[config.mk]
export PLATFORM = sky130hd
export DESIGN_NAME = sacp_port
export DESIGN_NICKNAME = d
export VERILOG_FILES = /design/src/hw/sacp_pkg.sv /design/src/hw/sacp_buf.sv /design/src/hw/sacp_port.sv
export SDC_FILE = /design/constraint.sdc
export NUM_CORES = 1
export LEC_CHECK = 0
export BUFFER_PORTS_ARGS = -buffer_cell sky130_fd_sc_hd__buf_2
export CORE_MARGIN = 1
export CORE_UTILIZATION = 41
export DETAILED_ROUTE_END_ITERATION = 10
export PLACE_DENSITY = 0.59
export SETUP_SLACK_MARGIN = 0.02
export SLEW_MARGIN = 20
export SYNTH_ARGS = -nofsm -noshare
export SYNTH_HDL_FRONTEND = slang
export SYNTH_HIERARCHICAL = 1
export SYNTH_SLANG_ARGS = --single-unit
[constraint.sdc]
create_clock -name core_clk -period 3.2 [get_ports core_clk]
set_clock_uncertainty 0.05 [all_clocks]
set_input_delay 0.64 -clock core_clk [delete_from_list [all_inputs] [get_ports core_clk]]
set_output_delay 0.64 -clock core_clk [all_outputs]
set_load 0.005 [all_outputs]
[src/hw/sacp_pkg.sv]
// Package with constants and carrier types for the conversion bus port
package sacp_pkg;

    localparam int unsigned CLK_HZ             = 40_000_000;
    localparam int unsigned CLK_MHZ            = CLK_HZ / 1_000_000;
    localparam int unsigned RESULT_W           = 14;
    // Timing in nanoseconds, then the same times rounded up to core clock cycles
    localparam int unsigned POWERUP_NS         = 10_000;
    localparam int unsigned CONV_NS            = 7_800;
    localparam int unsigned HOLD_NS            = 1_500;
    localparam int unsigned TRACK_LEAD_NS      = 2_000;
    localparam int unsigned POWERUP_CYC        = (POWERUP_NS * CLK_MHZ + 999) / 1000;
    localparam int unsigned CONV_CYC           = (CONV_NS * CLK_MHZ + 999) / 1000;
    localparam int unsigned HOLD_CYC           = (HOLD_NS * CLK_MHZ + 999) / 1000;
    localparam int unsigned TRACK_LEAD_CYC     = (TRACK_LEAD_NS * CLK_MHZ + 999) / 1000;
    localparam int unsigned CNT_W              = 9;
    localparam logic [13:0] RESULT_RESET       = 14'h0000;
    localparam logic [13:0] SIGN_FLIP          = 14'h2000;

    typedef enum logic [1:0] {
        SACP_POWERUP,
        SACP_IDLE,
        SACP_HOLD,
        SACP_TRACK
    } sacp_state_t;

    typedef struct packed {
        logic [13:0] data;
        logic        oe;
    } sacp_bus_t;

endpackage

[src/hw/sacp_buf.sv]
// Two-entry buffer with valid and ready on both sides
`timescale 1ns/100ps
`default_nettype none
module sacp_buf (
    input  wire logic        core_clk,
    input  wire logic        rst_b,
    input  wire logic [13:0] in_data,
    input  wire logic        in_valid,
    output var  logic        in_ready,
    output var  logic [13:0] out_data,
    output var  logic        out_valid,
    input  wire logic        out_ready
);
    logic [13:0] mem_reg [2];
    logic        wr_ptr_reg;
    logic        rd_ptr_reg;
    logic [1:0]  count_reg;
    logic        push;
    logic        pop;

    assign push      = in_valid && (count_reg != 2'h2);
    assign pop       = out_ready && (count_reg != 2'h0);
    assign in_ready  = (count_reg != 2'h2);
    assign out_valid = (count_reg != 2'h0);
    assign out_data  = mem_reg[rd_ptr_reg];

    always_ff @(posedge core_clk) begin
        if (push) begin
            mem_reg[wr_ptr_reg] <= in_data;
        end
    end

    always_ff @(posedge core_clk) begin
        if (!rst_b) begin
            wr_ptr_reg <= 1'b0;
            rd_ptr_reg <= 1'b0;
            count_reg  <= 2'h0;
        end else begin
            if (push) begin
                wr_ptr_reg <= ~wr_ptr_reg;
            end
            if (pop) begin
                rd_ptr_reg <= ~rd_ptr_reg;
            end
            count_reg <= count_reg + {1'b0, push} - {1'b0, pop};
        end
    end
endmodule
`default_nettype wire

[src/hw/sacp_port.sv]
// Conversion control and parallel read port of the sampling converter
`timescale 1ns/100ps
`default_nettype none
module sacp_port
    import sacp_pkg::*;
(
    input  wire logic                  core_clk,
    input  wire logic                  rst_b,
    input  wire logic                  start_convert_n,
    input  wire logic                  chip_select_n,
    input  wire logic                  read_enable_n,
    input  wire logic                  done_output_enable_n,
    input  wire logic                  bipolar_offset_strap,
    input  wire logic [13:0]           sample_code,
    output logic                       done_out,
    output logic                       done_oe,
    output sacp_pkg::sacp_bus_t        result_bits,
    output logic                       track_mode,
    output logic                       core_ready
);
    import sacp_pkg::*;

    sacp_state_t       state_reg;
    logic [CNT_W-1:0]  cnt_reg;
    logic              start_q_reg;
    logic              strap_reg;
    logic              start_fall;
    logic [13:0]       held_reg;
    logic [13:0]       coded;
    logic              buf_valid;
    logic              buf_in_ready;
    logic [13:0]       buf_data;
    logic              done_reg;
    logic              done_oe_reg;
    logic              track_reg;
    logic [13:0]       data_reg;
    logic              data_oe_reg;
    logic              read_start;
    logic              rd_q_reg;
    logic              buf_out_valid;
    logic              core_ready_reg;
    logic [CNT_W-1:0]  track_cnt_reg;

    assign start_fall = start_q_reg && !start_convert_n;
    assign read_start = rd_q_reg && !(chip_select_n || read_enable_n);

    always_ff @(posedge core_clk) begin
        if (!rst_b) begin
            start_q_reg <= 1'b1;
            rd_q_reg    <= 1'b1;
        end else begin
            start_q_reg <= start_convert_n;
            rd_q_reg    <= chip_select_n || read_enable_n;
        end
    end

    always_ff @(posedge core_clk) begin
        if (state_reg == SACP_POWERUP) begin
            strap_reg <= bipolar_offset_strap;
        end
    end

    // bipolar midscale flip to twos complement
    assign coded = strap_reg ? (held_reg ^ SIGN_FLIP) : held_reg;

    always_ff @(posedge core_clk) begin
        if (!rst_b) begin
            state_reg <= SACP_POWERUP;
            cnt_reg   <= '0;
        end else begin
            case (state_reg)
                SACP_POWERUP: begin
                    if (cnt_reg == CNT_W'(POWERUP_CYC - 1)) begin
                        state_reg <= SACP_IDLE;
                        cnt_reg   <= '0;
                    end else begin
                        cnt_reg <= cnt_reg + 1'b1;
                    end
                end
                SACP_IDLE: begin
                    if (start_fall && buf_in_ready) begin
                        state_reg <= SACP_HOLD;
                        cnt_reg   <= '0;
                    end
                end
                SACP_HOLD: begin
                    cnt_reg <= cnt_reg + 1'b1;
                    if (cnt_reg == CNT_W'(HOLD_CYC - 1)) begin
                        state_reg <= SACP_TRACK;
                    end
                end
                SACP_TRACK: begin
                    cnt_reg <= cnt_reg + 1'b1;
                    if (cnt_reg == CNT_W'(CONV_CYC - 1)) begin
                        state_reg <= SACP_IDLE;
                        cnt_reg   <= '0;
                    end
                end
                default: begin
                    state_reg <= SACP_IDLE;
                end
            endcase
        end
    end

    always_ff @(posedge core_clk) begin
        if (!rst_b) begin
            held_reg <= RESULT_RESET;
        end else if (state_reg == SACP_IDLE && start_fall && buf_in_ready) begin
            held_reg <= sample_code;
        end
    end

    assign buf_valid = (state_reg == SACP_TRACK) && (cnt_reg == CNT_W'(CONV_CYC - 1));

    sacp_buf u_buf (
        .core_clk  (core_clk),
        .rst_b     (rst_b),
        .in_data   (coded),
        .in_valid  (buf_valid),
        .in_ready  (buf_in_ready),
        .out_data  (buf_data),
        .out_valid (buf_out_valid),
        .out_ready (read_start)
    );

    always_ff @(posedge core_clk) begin
        if (!rst_b) begin
            done_reg  <= 1'b1;
            track_reg <= 1'b1;
        end else begin
            done_reg  <= (state_reg == SACP_IDLE || state_reg == SACP_POWERUP || buf_valid) &&
                         !(state_reg == SACP_IDLE && start_fall && buf_in_ready);
            track_reg <= !(state_reg == SACP_HOLD && cnt_reg != CNT_W'(HOLD_CYC - 1)) &&
                         !(state_reg == SACP_IDLE && start_fall && buf_in_ready);
        end
    end

    // data driven on select and read
    // full word, MSB on top line
    always_ff @(posedge core_clk) begin
        if (!rst_b) begin
            done_oe_reg <= 1'b0;
            data_oe_reg <= 1'b0;
            data_reg    <= RESULT_RESET;
        end else begin
            done_oe_reg <= !done_output_enable_n;
            data_oe_reg <= !(chip_select_n || read_enable_n);
            if (read_start && buf_out_valid) begin
                data_reg <= buf_data;
            end
        end
    end

    always_ff @(posedge core_clk) begin
        if (!rst_b) begin
            core_ready_reg <= 1'b0;
        end else begin
            core_ready_reg <= (state_reg != SACP_POWERUP) ||
                              (cnt_reg == CNT_W'(POWERUP_CYC - 1));
        end
    end

    always_ff @(posedge core_clk) begin
        if (!rst_b || !track_reg) begin
            track_cnt_reg <= '0;
        end else if (track_cnt_reg != CNT_W'(TRACK_LEAD_CYC)) begin
            track_cnt_reg <= track_cnt_reg + 1'b1;
        end
    end

    assign done_out           = done_reg;
    assign done_oe            = done_oe_reg;
    assign result_bits.data   = data_reg;
    assign result_bits.oe     = data_oe_reg;
    assign track_mode         = track_reg;
    assign core_ready         = core_ready_reg;

    property p_busy;
        @(posedge core_clk) disable iff (!rst_b)
        (state_reg == SACP_HOLD) |=> !done_reg;
    endproperty
    busy_done_low_a: assert property (p_busy) else $error("Done high while converting");

    ignore_start_a: assert property (@(posedge core_clk) disable iff (!rst_b)
        (state_reg == SACP_TRACK && cnt_reg != CNT_W'(CONV_CYC - 1))
        |=> state_reg == SACP_TRACK) else $error("Conversion cut short");

    start_hold_a: assert property (@(posedge core_clk) disable iff (!rst_b)
        (state_reg == SACP_IDLE && start_fall && buf_in_ready)
        |=> state_reg == SACP_HOLD ##1 !track_reg) else $error("Start missed");

    track_back_a: assert property (@(posedge core_clk) disable iff (!rst_b)
        $rose(state_reg == SACP_TRACK) |-> ##[1:2] track_reg) else $error("No track");

    track_lead_a: assert property (@(posedge core_clk) disable iff (!rst_b)
        $fell(track_reg) |-> $past(track_cnt_reg) == CNT_W'(TRACK_LEAD_CYC))
        else $error("Track time too short");

    done_gate_a: assert property (@(posedge core_clk) disable iff (!rst_b)
        done_oe_reg == !$past(done_output_enable_n)) else $error("Done gate wrong");

    data_gate_a: assert property (@(posedge core_clk) disable iff (!rst_b)
        $past(chip_select_n) |-> !data_oe_reg) else $error("Data driven unselected");

    done_rise_a: assert property (@(posedge core_clk) disable iff (!rst_b)
        (state_reg == SACP_TRACK && cnt_reg == CNT_W'(CONV_CYC - 1))
        |=> done_reg) else $error("Done not raised");

    idle_done_a: assert property (@(posedge core_clk) disable iff (!rst_b)
        (state_reg == SACP_IDLE) |-> done_reg) else $error("Idle done low");
endmodule
`default_nettype wire

Word-level counts from Yosys, hierarchy flattened --
Memories as Yosys holds them, arrays and structs flattened. A register that Yosys moved wholly into a read port is not among the register bits. Index checks and enable logic that the tools add are counted.
Word-level totals: input port bits 21, memories kept 1, logic and storage cells 70, memory bits (writable) 28, register bits after elaboration 37
Memories:
- u_buf.mem_reg | depth 2, bits a word 14, rd ports 1, clocked after Yosys merged registers in 1, wr ports 1, RTL line sacp_buf.sv:14 | logic [13:0] mem_reg [2];
Operators by class: reduce and logical (&&, ||, !) cells 25, add/sub/neg operators 3, multiplexer cells 12, bitwise operators 3, equal/unequal tests 12
Operators by type and width (number):
- $pmux 9 s4 | 1
- $mux 9 | 3
- $eq 9x9->1 const B | 2
- $mux 14 | 1
- $logic_and 1x1->1 | 11
- $add 9x1->9 const B | 1
- $eq 9x6->1 const B | 1
- $ne 9x6->1 const B | 1
- $mux 2 | 4
- $ne 2x2->1 const B | 4
- $pmux 2 s4 | 1
- $logic_not 1->1 | 6
- $eq 2x2->1 const B | 2
- $logic_or 1x1->1 | 4
- $reduce_and 4->1 | 1
- $reduce_bool 2->1 | 2
- $not 1->1 | 3
- $add 2x1->2 | 1
- $eq 2x1->1 const B | 1
- $logic_not 2->1 | 1
- $mux 1 | 2
- $ne 2x1->1 const B | 1
- $sub 2x1->2 | 1

Logic depth before layout (Yosys ltp) --
Gate-level depths: netlist (run 1).
depth in word-level cells 6, depth in mapped cells 10

By module --
Netlist (run 1), hierarchy kept.
Modules (own cells, without submodules):
- sacp_port | instances 1, sequential area each 950.9 sq um, cells an instance 237, area each 1941.9 sq um
- sacp_buf | instances 1, sequential area each 940.9 sq um, cells an instance 67, area each 1244.9 sq um

Least setup slack after synthesis (run 1) --
OpenSTA, ideal clock, no wires.
path type reg2reg, from reg cnt_reg[0], to mem u_buf.mem_reg[0][0], enable pin, arrival time 1698 ps, required time 2766 ps, cell stages (with the launch flop) 6, setup time 384 ps, clock period less this slack 2133 ps, setup slack 1067 ps, buffers on the path 0, cell sequence dfxtp_1 > ha_1 > nand4b_1 > nor3_1 > nand2_1 > nor2_1
Between the ends: cells in the longest elaborated chain, start to end 5
Ends and longest elaborated chain:
- from (decl) | RTL line sacp_port.sv:24 | logic [CNT_W-1:0] cnt_reg;
- from (signal assigned) | RTL line sacp_port.sv:77 | cnt_reg <= cnt_reg + 1'b1;
- from (signal assigned) | RTL line sacp_port.sv:87 | cnt_reg <= cnt_reg + 1'b1;
- from (signal assigned) | RTL line sacp_port.sv:93 | cnt_reg <= cnt_reg + 1'b1;
- $eq 9x9->1 | RTL line sacp_port.sv:114 | assign buf_valid = (state_reg == SACP_TRACK) && (cnt_reg == CNT_W'(CONV_CYC - 1));
- $logic_and 1x1->1 | RTL line sacp_port.sv:114
- via buf_valid | RTL line sacp_port.sv:30 | logic buf_valid;
- $logic_and 1x1->1 | RTL line sacp_buf.sv:21 | assign push = in_valid && (count_reg != 2'h2);
- $mux 1 | RTL line sacp_buf.sv:28 | if (push) begin
- $mux 1 (implied by the code) | RTL line sacp_buf.sv:29 | mem_reg[wr_ptr_reg] <= in_data;
- to (decl) | RTL line sacp_buf.sv:14
The timed path passes the listed nets, and every way through them passes these cells.

Worst setup path in the final report (run 1) --
from reg cnt_reg[0], to reg u_buf.count_reg[1]
Between the ends: cells in the longest elaborated chain, start to end 5
Ends and longest elaborated chain:
- $eq 9x9->1 | RTL line sacp_port.sv:114
- $logic_and 1x1->1 | RTL line sacp_port.sv:114
- via buf_valid | RTL line sacp_port.sv:30
- $logic_and 1x1->1 | RTL line sacp_buf.sv:21
- $add 2x1->2 | RTL line sacp_buf.sv:45 | count_reg <= count_reg + {1'b0, push} - {1'b0, pop};
- $sub 2x1->2 | RTL line sacp_buf.sv:45
- to (signal assigned) | RTL line sacp_buf.sv:45
- to (decl) | RTL line sacp_buf.sv:17 | logic [1:0] count_reg;
The timed path passes the listed nets, and every way through them passes these cells. A chain may end at the register's enable or synchronous reset.

==> results.cfg, run 1 <==
[synthesis]
seq_area_frac_synth = 0.594
synth_area_mm2 = 0.00319
seq_cells_post_synth = 80
synth_nets = 334
yosys_warnings = 6
ys_dominant_reg_cell = sky130_fd_sc_hd__dfxtp_1
synth_edf_count = 29
postSynthCellCount = 304
yosys.cell_types.count = 41
synth_async_sr_flop_share = 0
avgSynthCellArea_um2 = 10.5

[grt]
globalRouteOverflowTotal = 0
pin_count_of_the_biggest_net_entering_global_routing = 22
grt_pass1_wl_mm = 10.3
antenna_violations_before_repair = 0
number_of_global_route_vias_before_repair = 2135
grt_use_total = 0.164

[final_layout]
final_cell_mix = sky130_fd_sc_hd__nand2_1 (73), sky130_fd_sc_hd__dfxtp_1 (51), sky130_fd_sc_hd__buf_2 (39)
design.final.nets = 374
commonest_non_fill_non_tap_cell_in_the_layout = sky130_fd_sc_hd__nand2_1
largest_reg_flops = 28
fin_util = 0.500
finalInstanceArea_mm2 = 0.00368
diodes = 0
post_route_cells_drive_above_1_share = 0.226
filler_cell_count = 706
synthToLayoutAreaGrowth_pct = 15.6

[placement]
setup_slack_placement_ns = 0.917
buffer_ports.inserted = 39
finalWeightedCongestion = 0.821
place_area_mm2 = 0.00347
post-dp-hpwl_mm = 4.07

[timing]
finalSetupTns_ns = 0
hold_viol = 0
fmaxAchievable_ghz = 0.435
worst_max_slew_margin_expressed_relative_to_the_limit = 0.517
final.period_utilization = 0.718
max_slew.worst_pin.slew_ns = 0.725
period_needed_ns = 2.30
grt_setup_unrepaired = no
final_setup_viols = 0
drv_slew = 0
post-route-worst-setup-slack_ns = 0.903

[run]
timing.max_cap.violations = 0

[clock_tree]
clkSlewWorstSetupHoldPaths_ns = 0.09
cts_max_path_buffers = 2
post_cts_repair_setup_buffers = 0
hold_buffers = 0
clockRootBuffer = sky130_fd_sc_hd__clkbuf_8
clock_insertion_delay_worst_skew_ns = 0.34
tritoncts = built
cts-resized-gates = 0
cts-htree-levels = 3
numCtsBuffers = 9
clock_sinks = 80

[worst_setup_path]
critical_path_arrival_ns = 2.48
crit_required_ns = 3.38
worst_setup_path_start_kind = flop
worstPathMaxFanout = 5
critical-path-slowest-cell = sky130_fd_sc_hd__dfxtp_1
kind_of_end_point_of_the_critical_path = flop
cp_cell_sequence = ha_1 > nand4b_1 > nor3_1 > nand2_1 > ha_1 > inv_1 > ha_1 > xnor2_1 > xnor2_1 > and2_1
critPathKind = reg -> reg
cp_slowest_stage_delay_ns = 0.38
crit_top_cell = sky130_fd_sc_hd__ha_1

[drt]
antenna_violating_nets_post_route = 0
num_vias = 2183
drc_errors_left = 0
drt_first_pass_iters = 4
detail_route.iter0.violations = 90
wl_mm = 6.02
wire_per_inst_um = 13.4
via_per_inst = 4.87

[pwr]
ir_worst_vdd_mv = 0.183
power_density_mw_per_mm2 = 514
cellLeakagePower_nw = 1.44

[floorplan]
floorplan.initialDensity = 0.432
fp.dieH_um = 90.2
fp.dieArea_mm2 = 0.00813
die_w_um = 90.2
boundaryPins = 40
core_area_mm2 = 0.00737
std_cell_rows = 31

[run_status]
status = finished, final reports clean

[hold_path]
min-delay-path-class = in -> reg
-- metal layers --
layer / vias up / share of wire / global-route usage
li1: 1138 / - / -
met1: 989 / 0.49 / 0.206
met2: 42 / 0.46 / 0.268
met3: 14 / 0.039 / 0.0364
met4: 0 / 0.020 / 0.0753
met5: - / 0 / 0
-- power breakdown --
| part | internal [mW] | total (mW) | switching, mW | leakage [nW] |
|---|---|---|---|---|
| clock | 0.442 | 0.797 | 0.356 | 0.104 |
| sequential | 1.05 | 1.06 | 0.00457 | 0.743 |
| combinational | 0.0181 | 0.0408 | 0.0228 | 0.596 |
-- layout make-up --
class / count / area [µm²] / share of cell area
sequential: 80 / 1890 / 0.513
timing repair buffer: 43 / 225 / 0.0611
inverter: 8 / 30.0 / 0.00815
multi-input combinational: 202 / 1200 / 0.326
tap: 99 / 124 / 0.0336
clock buffer: 11 / 131 / 0.0357
clock inverter: 5 / 81.3 / 0.0221
-- worst paths after layout --
path                                 start  depth (start not counted)  slack, ns                            end
setup / recovery   cnt_reg[0]$_SDFFE_PN0N_                         10       0.90  u_buf/count_reg[1]$_SDFF_PN0_
hold / removal        done_output_enable_n                          2       0.39             done_oe$_SDFF_PN0_
setup reg to reg   cnt_reg[0]$_SDFFE_PN0N_                         10       0.90  u_buf/count_reg[1]$_SDFF_PN0_
hold reg to reg   held_reg[3]$_SDFFE_PN0P_                          0       0.40  u_buf/mem_reg[0][3]$_DFFE_PP_
-- worst max-delay path: cells and delay by family, from the launching register on --
family                     cells  cell delay (ns)
adders and majority gates      3             0.73
xor gates and xnor gates       2             0.25
and+or+nand+nor                4             0.74
DFF                            1             0.38
buffers and inverters          1             0.04
-- synth_stat cells, types with 2 or more instances --
| master | number | area share |
|---|---|---|
| sky130_fd_sc_hd__edfxtp_1 | 29 | 0.27 |
| sky130_fd_sc_hd__xnor2_1 | 3 | 0.0082 |
| sky130_fd_sc_hd__or4_1 | 4 | 0.0094 |
| sky130_fd_sc_hd__o21ai_0 | 3 | 0.0047 |
| sky130_fd_sc_hd__and2_1 | 6 | 0.012 |
| sky130_fd_sc_hd__nand3_1 | 7 | 0.011 |
| sky130_fd_sc_hd__or2_2 | 2 | 0.0039 |
| sky130_fd_sc_hd__nor3_1 | 5 | 0.0079 |
| sky130_fd_sc_hd__mux2i_1 | 2 | 0.0063 |
| sky130_fd_sc_hd__nand4_1 | 2 | 0.0039 |
| sky130_fd_sc_hd__dfxtp_1 | 51 | 0.32 |
| sky130_fd_sc_hd__nand2_1 | 73 | 0.086 |
| sky130_fd_sc_hd__and3_1 | 3 | 0.0059 |
| sky130_fd_sc_hd__nand4b_1 | 2 | 0.0055 |
| sky130_fd_sc_hd__ha_1 | 9 | 0.035 |
| sky130_fd_sc_hd__inv_1 | 8 | 0.0094 |
| sky130_fd_sc_hd__a31oi_1 | 4 | 0.0079 |
| sky130_fd_sc_hd__nand2b_1 | 4 | 0.0079 |
| sky130_fd_sc_hd__clkbuf_1 | 12 | 0.014 |
| sky130_fd_sc_hd__a21oi_1 | 34 | 0.053 |
| sky130_fd_sc_hd__nor2b_1 | 2 | 0.0039 |
| sky130_fd_sc_hd__nor2_1 | 6 | 0.0071 |
| sky130_fd_sc_hd__and4_1 | 2 | 0.0055 |
| sky130_fd_sc_hd__mux2_2 | 14 | 0.049 |
-- metrics by stage --
step                power, mW  std cells  hold WS (ns)
floorplan                1.10        304         0.375
global placement         1.12        432         0.381
detailed placement       1.12        432         0.386
CTS                      1.92        448         0.371
global route             1.97        448         0.382
finish                   1.89        448         0.387
-- cells by family (layout without fill, tap and decap cells) --
group           after synthesis  count (layout)  share of synthesized area
xor+xnor                      4               4                     0.0110
compound gates               48              48                     0.0868
flops                        80              80                      0.594
fa+ha+maj                     9               9                     0.0353
simple gates                125             125                      0.188
buf+inv                      22              67                     0.0294
mux                          16              16                     0.0558
(Power assumes the default switching activity.)
==> inputs of run 2 (changes only) <==
Clock period 3.2 ns to 2.3 ns, I/O delays scaled along.
==> run 2 against run 1 <==
  * Sequential power grew 39%
  * Global-route usage shrank 0.073 points
  * Power is 33% higher
  * Clock power up 25%
  * Largest cell class unchanged
  * Sequential share of layout area decreased by 0.30 points
  * Die area did not move
  * Clock-buffer cell count shrank 2
==> results.cfg, run 2 (synthesized netlist as in run 1, its figures left out) <==
[grt]
pin_count_of_the_biggest_net_entering_global_routing = 19
globalRouteOverflowTotal = 0
antenna_violations_before_repair = 0
globalRouteMet1Util = 0.211
groute.layer.met2.usage = 0.260
grt_use_total = 0.163
number_of_global_route_vias_before_repair = 2155
grt_pass1_wl_mm = 10.3
met3_usage = 0.0372
grt_busiest_layer = met2

[clock_tree]
clkSlewWorstSetupHoldPaths_ns = 0.08
clockRootBuffer = sky130_fd_sc_hd__clkbuf_8
clock_insertion_delay_worst_skew_ns = 0.35
numCtsBuffers = 9
hold_buffers = 0
clock_sinks = 80
cts_max_path_buffers = 2
cts-htree-levels = 3
tritoncts = built

[worst_setup_path]
cp_cell_sequence = ha_2 > nand4b_1 > nor3_2 > nand2_1 > ha_1 > inv_1 > ha_1 > xnor2_1 > xnor2_1 > and2_1
crit_required_ns = 2.50
critical_path_arrival_ns = 2.32
critPathKind = reg -> reg
r2r_slack_ns = 0.17
kind_of_end_point_of_the_critical_path = flop
worstPathMaxFanout = 5
worst_setup_path_start_kind = flop
ff2ff_path_depth = 10
cp_slowest_stage_delay_ns = 0.36
category_of_cells_accounting_for_the_largest_share_of_critical_path_delay = adder cells
worst_flop_to_flop_path_startpoint = cnt_reg[0]$_SDFFE_PN0N_
critical-path-slowest-cell = sky130_fd_sc_hd__dfxtp_2
r2r-end = u_buf/count_reg[1]$_SDFF_PN0_
timing.critical_path.buf_inv = 1

[pwr]
power_density_mw_per_mm2 = 680
ir_worst_vdd_mv = 0.253
cellLeakagePower_nw = 1.46

[timing]
drv_slew = 0
final.period_utilization = 0.924
post-route-worst-setup-slack_ns = 0.175
worst_max_slew_margin_expressed_relative_to_the_limit = 0.561
finalSetupTns_ns = 0
grt_setup_unrepaired = no
fmaxAchievable_ghz = 0.470
hold_viol = 0
final_setup_viols = 0
period_needed_ns = 2.13
max_slew.worst_pin.slew_ns = 0.658

[drt]
wire_per_inst_um = 13.3
via_per_inst = 4.91
wl_mm = 6.04
antenna_violating_nets_post_route = 0
num_vias = 2226
detail_route.iter0.violations = 71
drc_errors_left = 0
drt_first_pass_iters = 4

[final_layout]
final_cell_mix = sky130_fd_sc_hd__nand2_1 (73), sky130_fd_sc_hd__dfxtp_1 (49), sky130_fd_sc_hd__buf_2 (39)
design.final.nets = 380
synthToLayoutAreaGrowth_pct = 16.5
finalInstanceArea_mm2 = 0.00371
post_route_cells_drive_above_1_share = 0.251
largest_reg_flops = 28
diodes = 0
commonest_non_fill_non_tap_cell_in_the_layout = sky130_fd_sc_hd__nand2_1

[run_status]
status = finished, final reports clean

[placement]
finalWeightedCongestion = 0.799
setup_slack_placement_ns = 0.0452
place_area_mm2 = 0.00351
buffer_ports.inserted = 39
post-dp-hpwl_mm = 4.22

[floorplan]
floorplan.initialDensity = 0.432
std_cell_rows = 31
die_w_um = 90.2
boundaryPins = 40
core_area_mm2 = 0.00737
fp.dieArea_mm2 = 0.00813
fp.dieH_um = 90.2

[run]
timing.max_cap.violations = 0

[hold_path]
hold_path_origin = done_output_enable_n
hold_end = done_oe$_SDFF_PN0_
worstHoldPathCells = 2
min-delay-path-class = in -> reg
[run 2: cell types whose count changed in the layout (fill, tap and decap cells not counted)]
cell,before,now
sky130_fd_sc_hd__clkinv_2,1,2
sky130_fd_sc_hd__dfxtp_1,51,49
sky130_fd_sc_hd__clkbuf_1,2,0
sky130_fd_sc_hd__ha_1,9,8
sky130_fd_sc_hd__buf_4,4,10
sky130_fd_sc_hd__ha_2,0,1
sky130_fd_sc_hd__nor3_2,0,1
sky130_fd_sc_hd__clkinv_1,0,1
sky130_fd_sc_hd__dfxtp_2,0,2
sky130_fd_sc_hd__nor3_1,5,4
sky130_fd_sc_hd__bufinv_16,2,1
[run 2: worst max-delay path by stage]
stage | cells after the start | slack, ns | end | start
finish | 10 | 0.17 | u_buf/count_reg[1]$_SDFF_PN0_ | cnt_reg[0]$_SDFFE_PN0N_
global route | 10 | 0.05 | u_buf/count_reg[1]$_SDFF_PN0_ | cnt_reg[0]$_SDFFE_PN0N_
CTS | 10 | 0.03 | u_buf/count_reg[1]$_SDFF_PN0_ | cnt_reg[0]$_SDFFE_PN0N_
detailed placement | 10 | 0.05 | u_buf/count_reg[1]$_SDFF_PN0_ | cnt_reg[0]$_SDFFE_PN0N_
global placement | 10 | 0.13 | u_buf/count_reg[1]$_SDFF_PN0_ | cnt_reg[0]$_SDFFE_PN0N_
floorplan | 5 | 0.17 | u_buf/mem_reg[0][0]$_DFFE_PP_ | cnt_reg[0]$_SDFFE_PN0N_
[run 2: area by class of cell]
class                           count  area [µm²]
Sequential cell                    80        1890
Fill cell                         708        3660
Clock inverter                      6        60.1
Timing Repair Buffer               49         270
Clock buffer                        9         124
Tap cell                           99         124
Multi-Input combinational cell    202        1210
Inverter                            8        30.0
[run 2: per-layer routing]
layer	part of all wire	vias up
met4	0.014	0
met1	0.48	1023
met5	0	-
met3	0.037	7
met2	0.47	50
li1	-	1146
[run 2: what timing repair did]
item / in CTS / in global routing
endpoints found under the setup margin: 0 / 1
resized for setup: 0 / 4
buffers inserted: 0 / 1
[run 2: through the flow]
step                instances   util  hold WS, ns  power [mW]
floorplan                 304      -        0.375        1.53
global placement          437  0.476        0.383        1.56
detailed placement        437  0.476        0.393        1.56
CTS                       452  0.501        0.189        2.54
global route              453  0.504        0.198        2.61
finish                    453  0.504        0.202        2.52
[run 2: power by group]
group | total [mW] | internal [mW] | switching, mW
Combinational | 0.0558 | 0.0253 | 0.0305
Sequential | 1.47 | 1.46 | 0.00650
Clock | 0.996 | 0.492 | 0.504
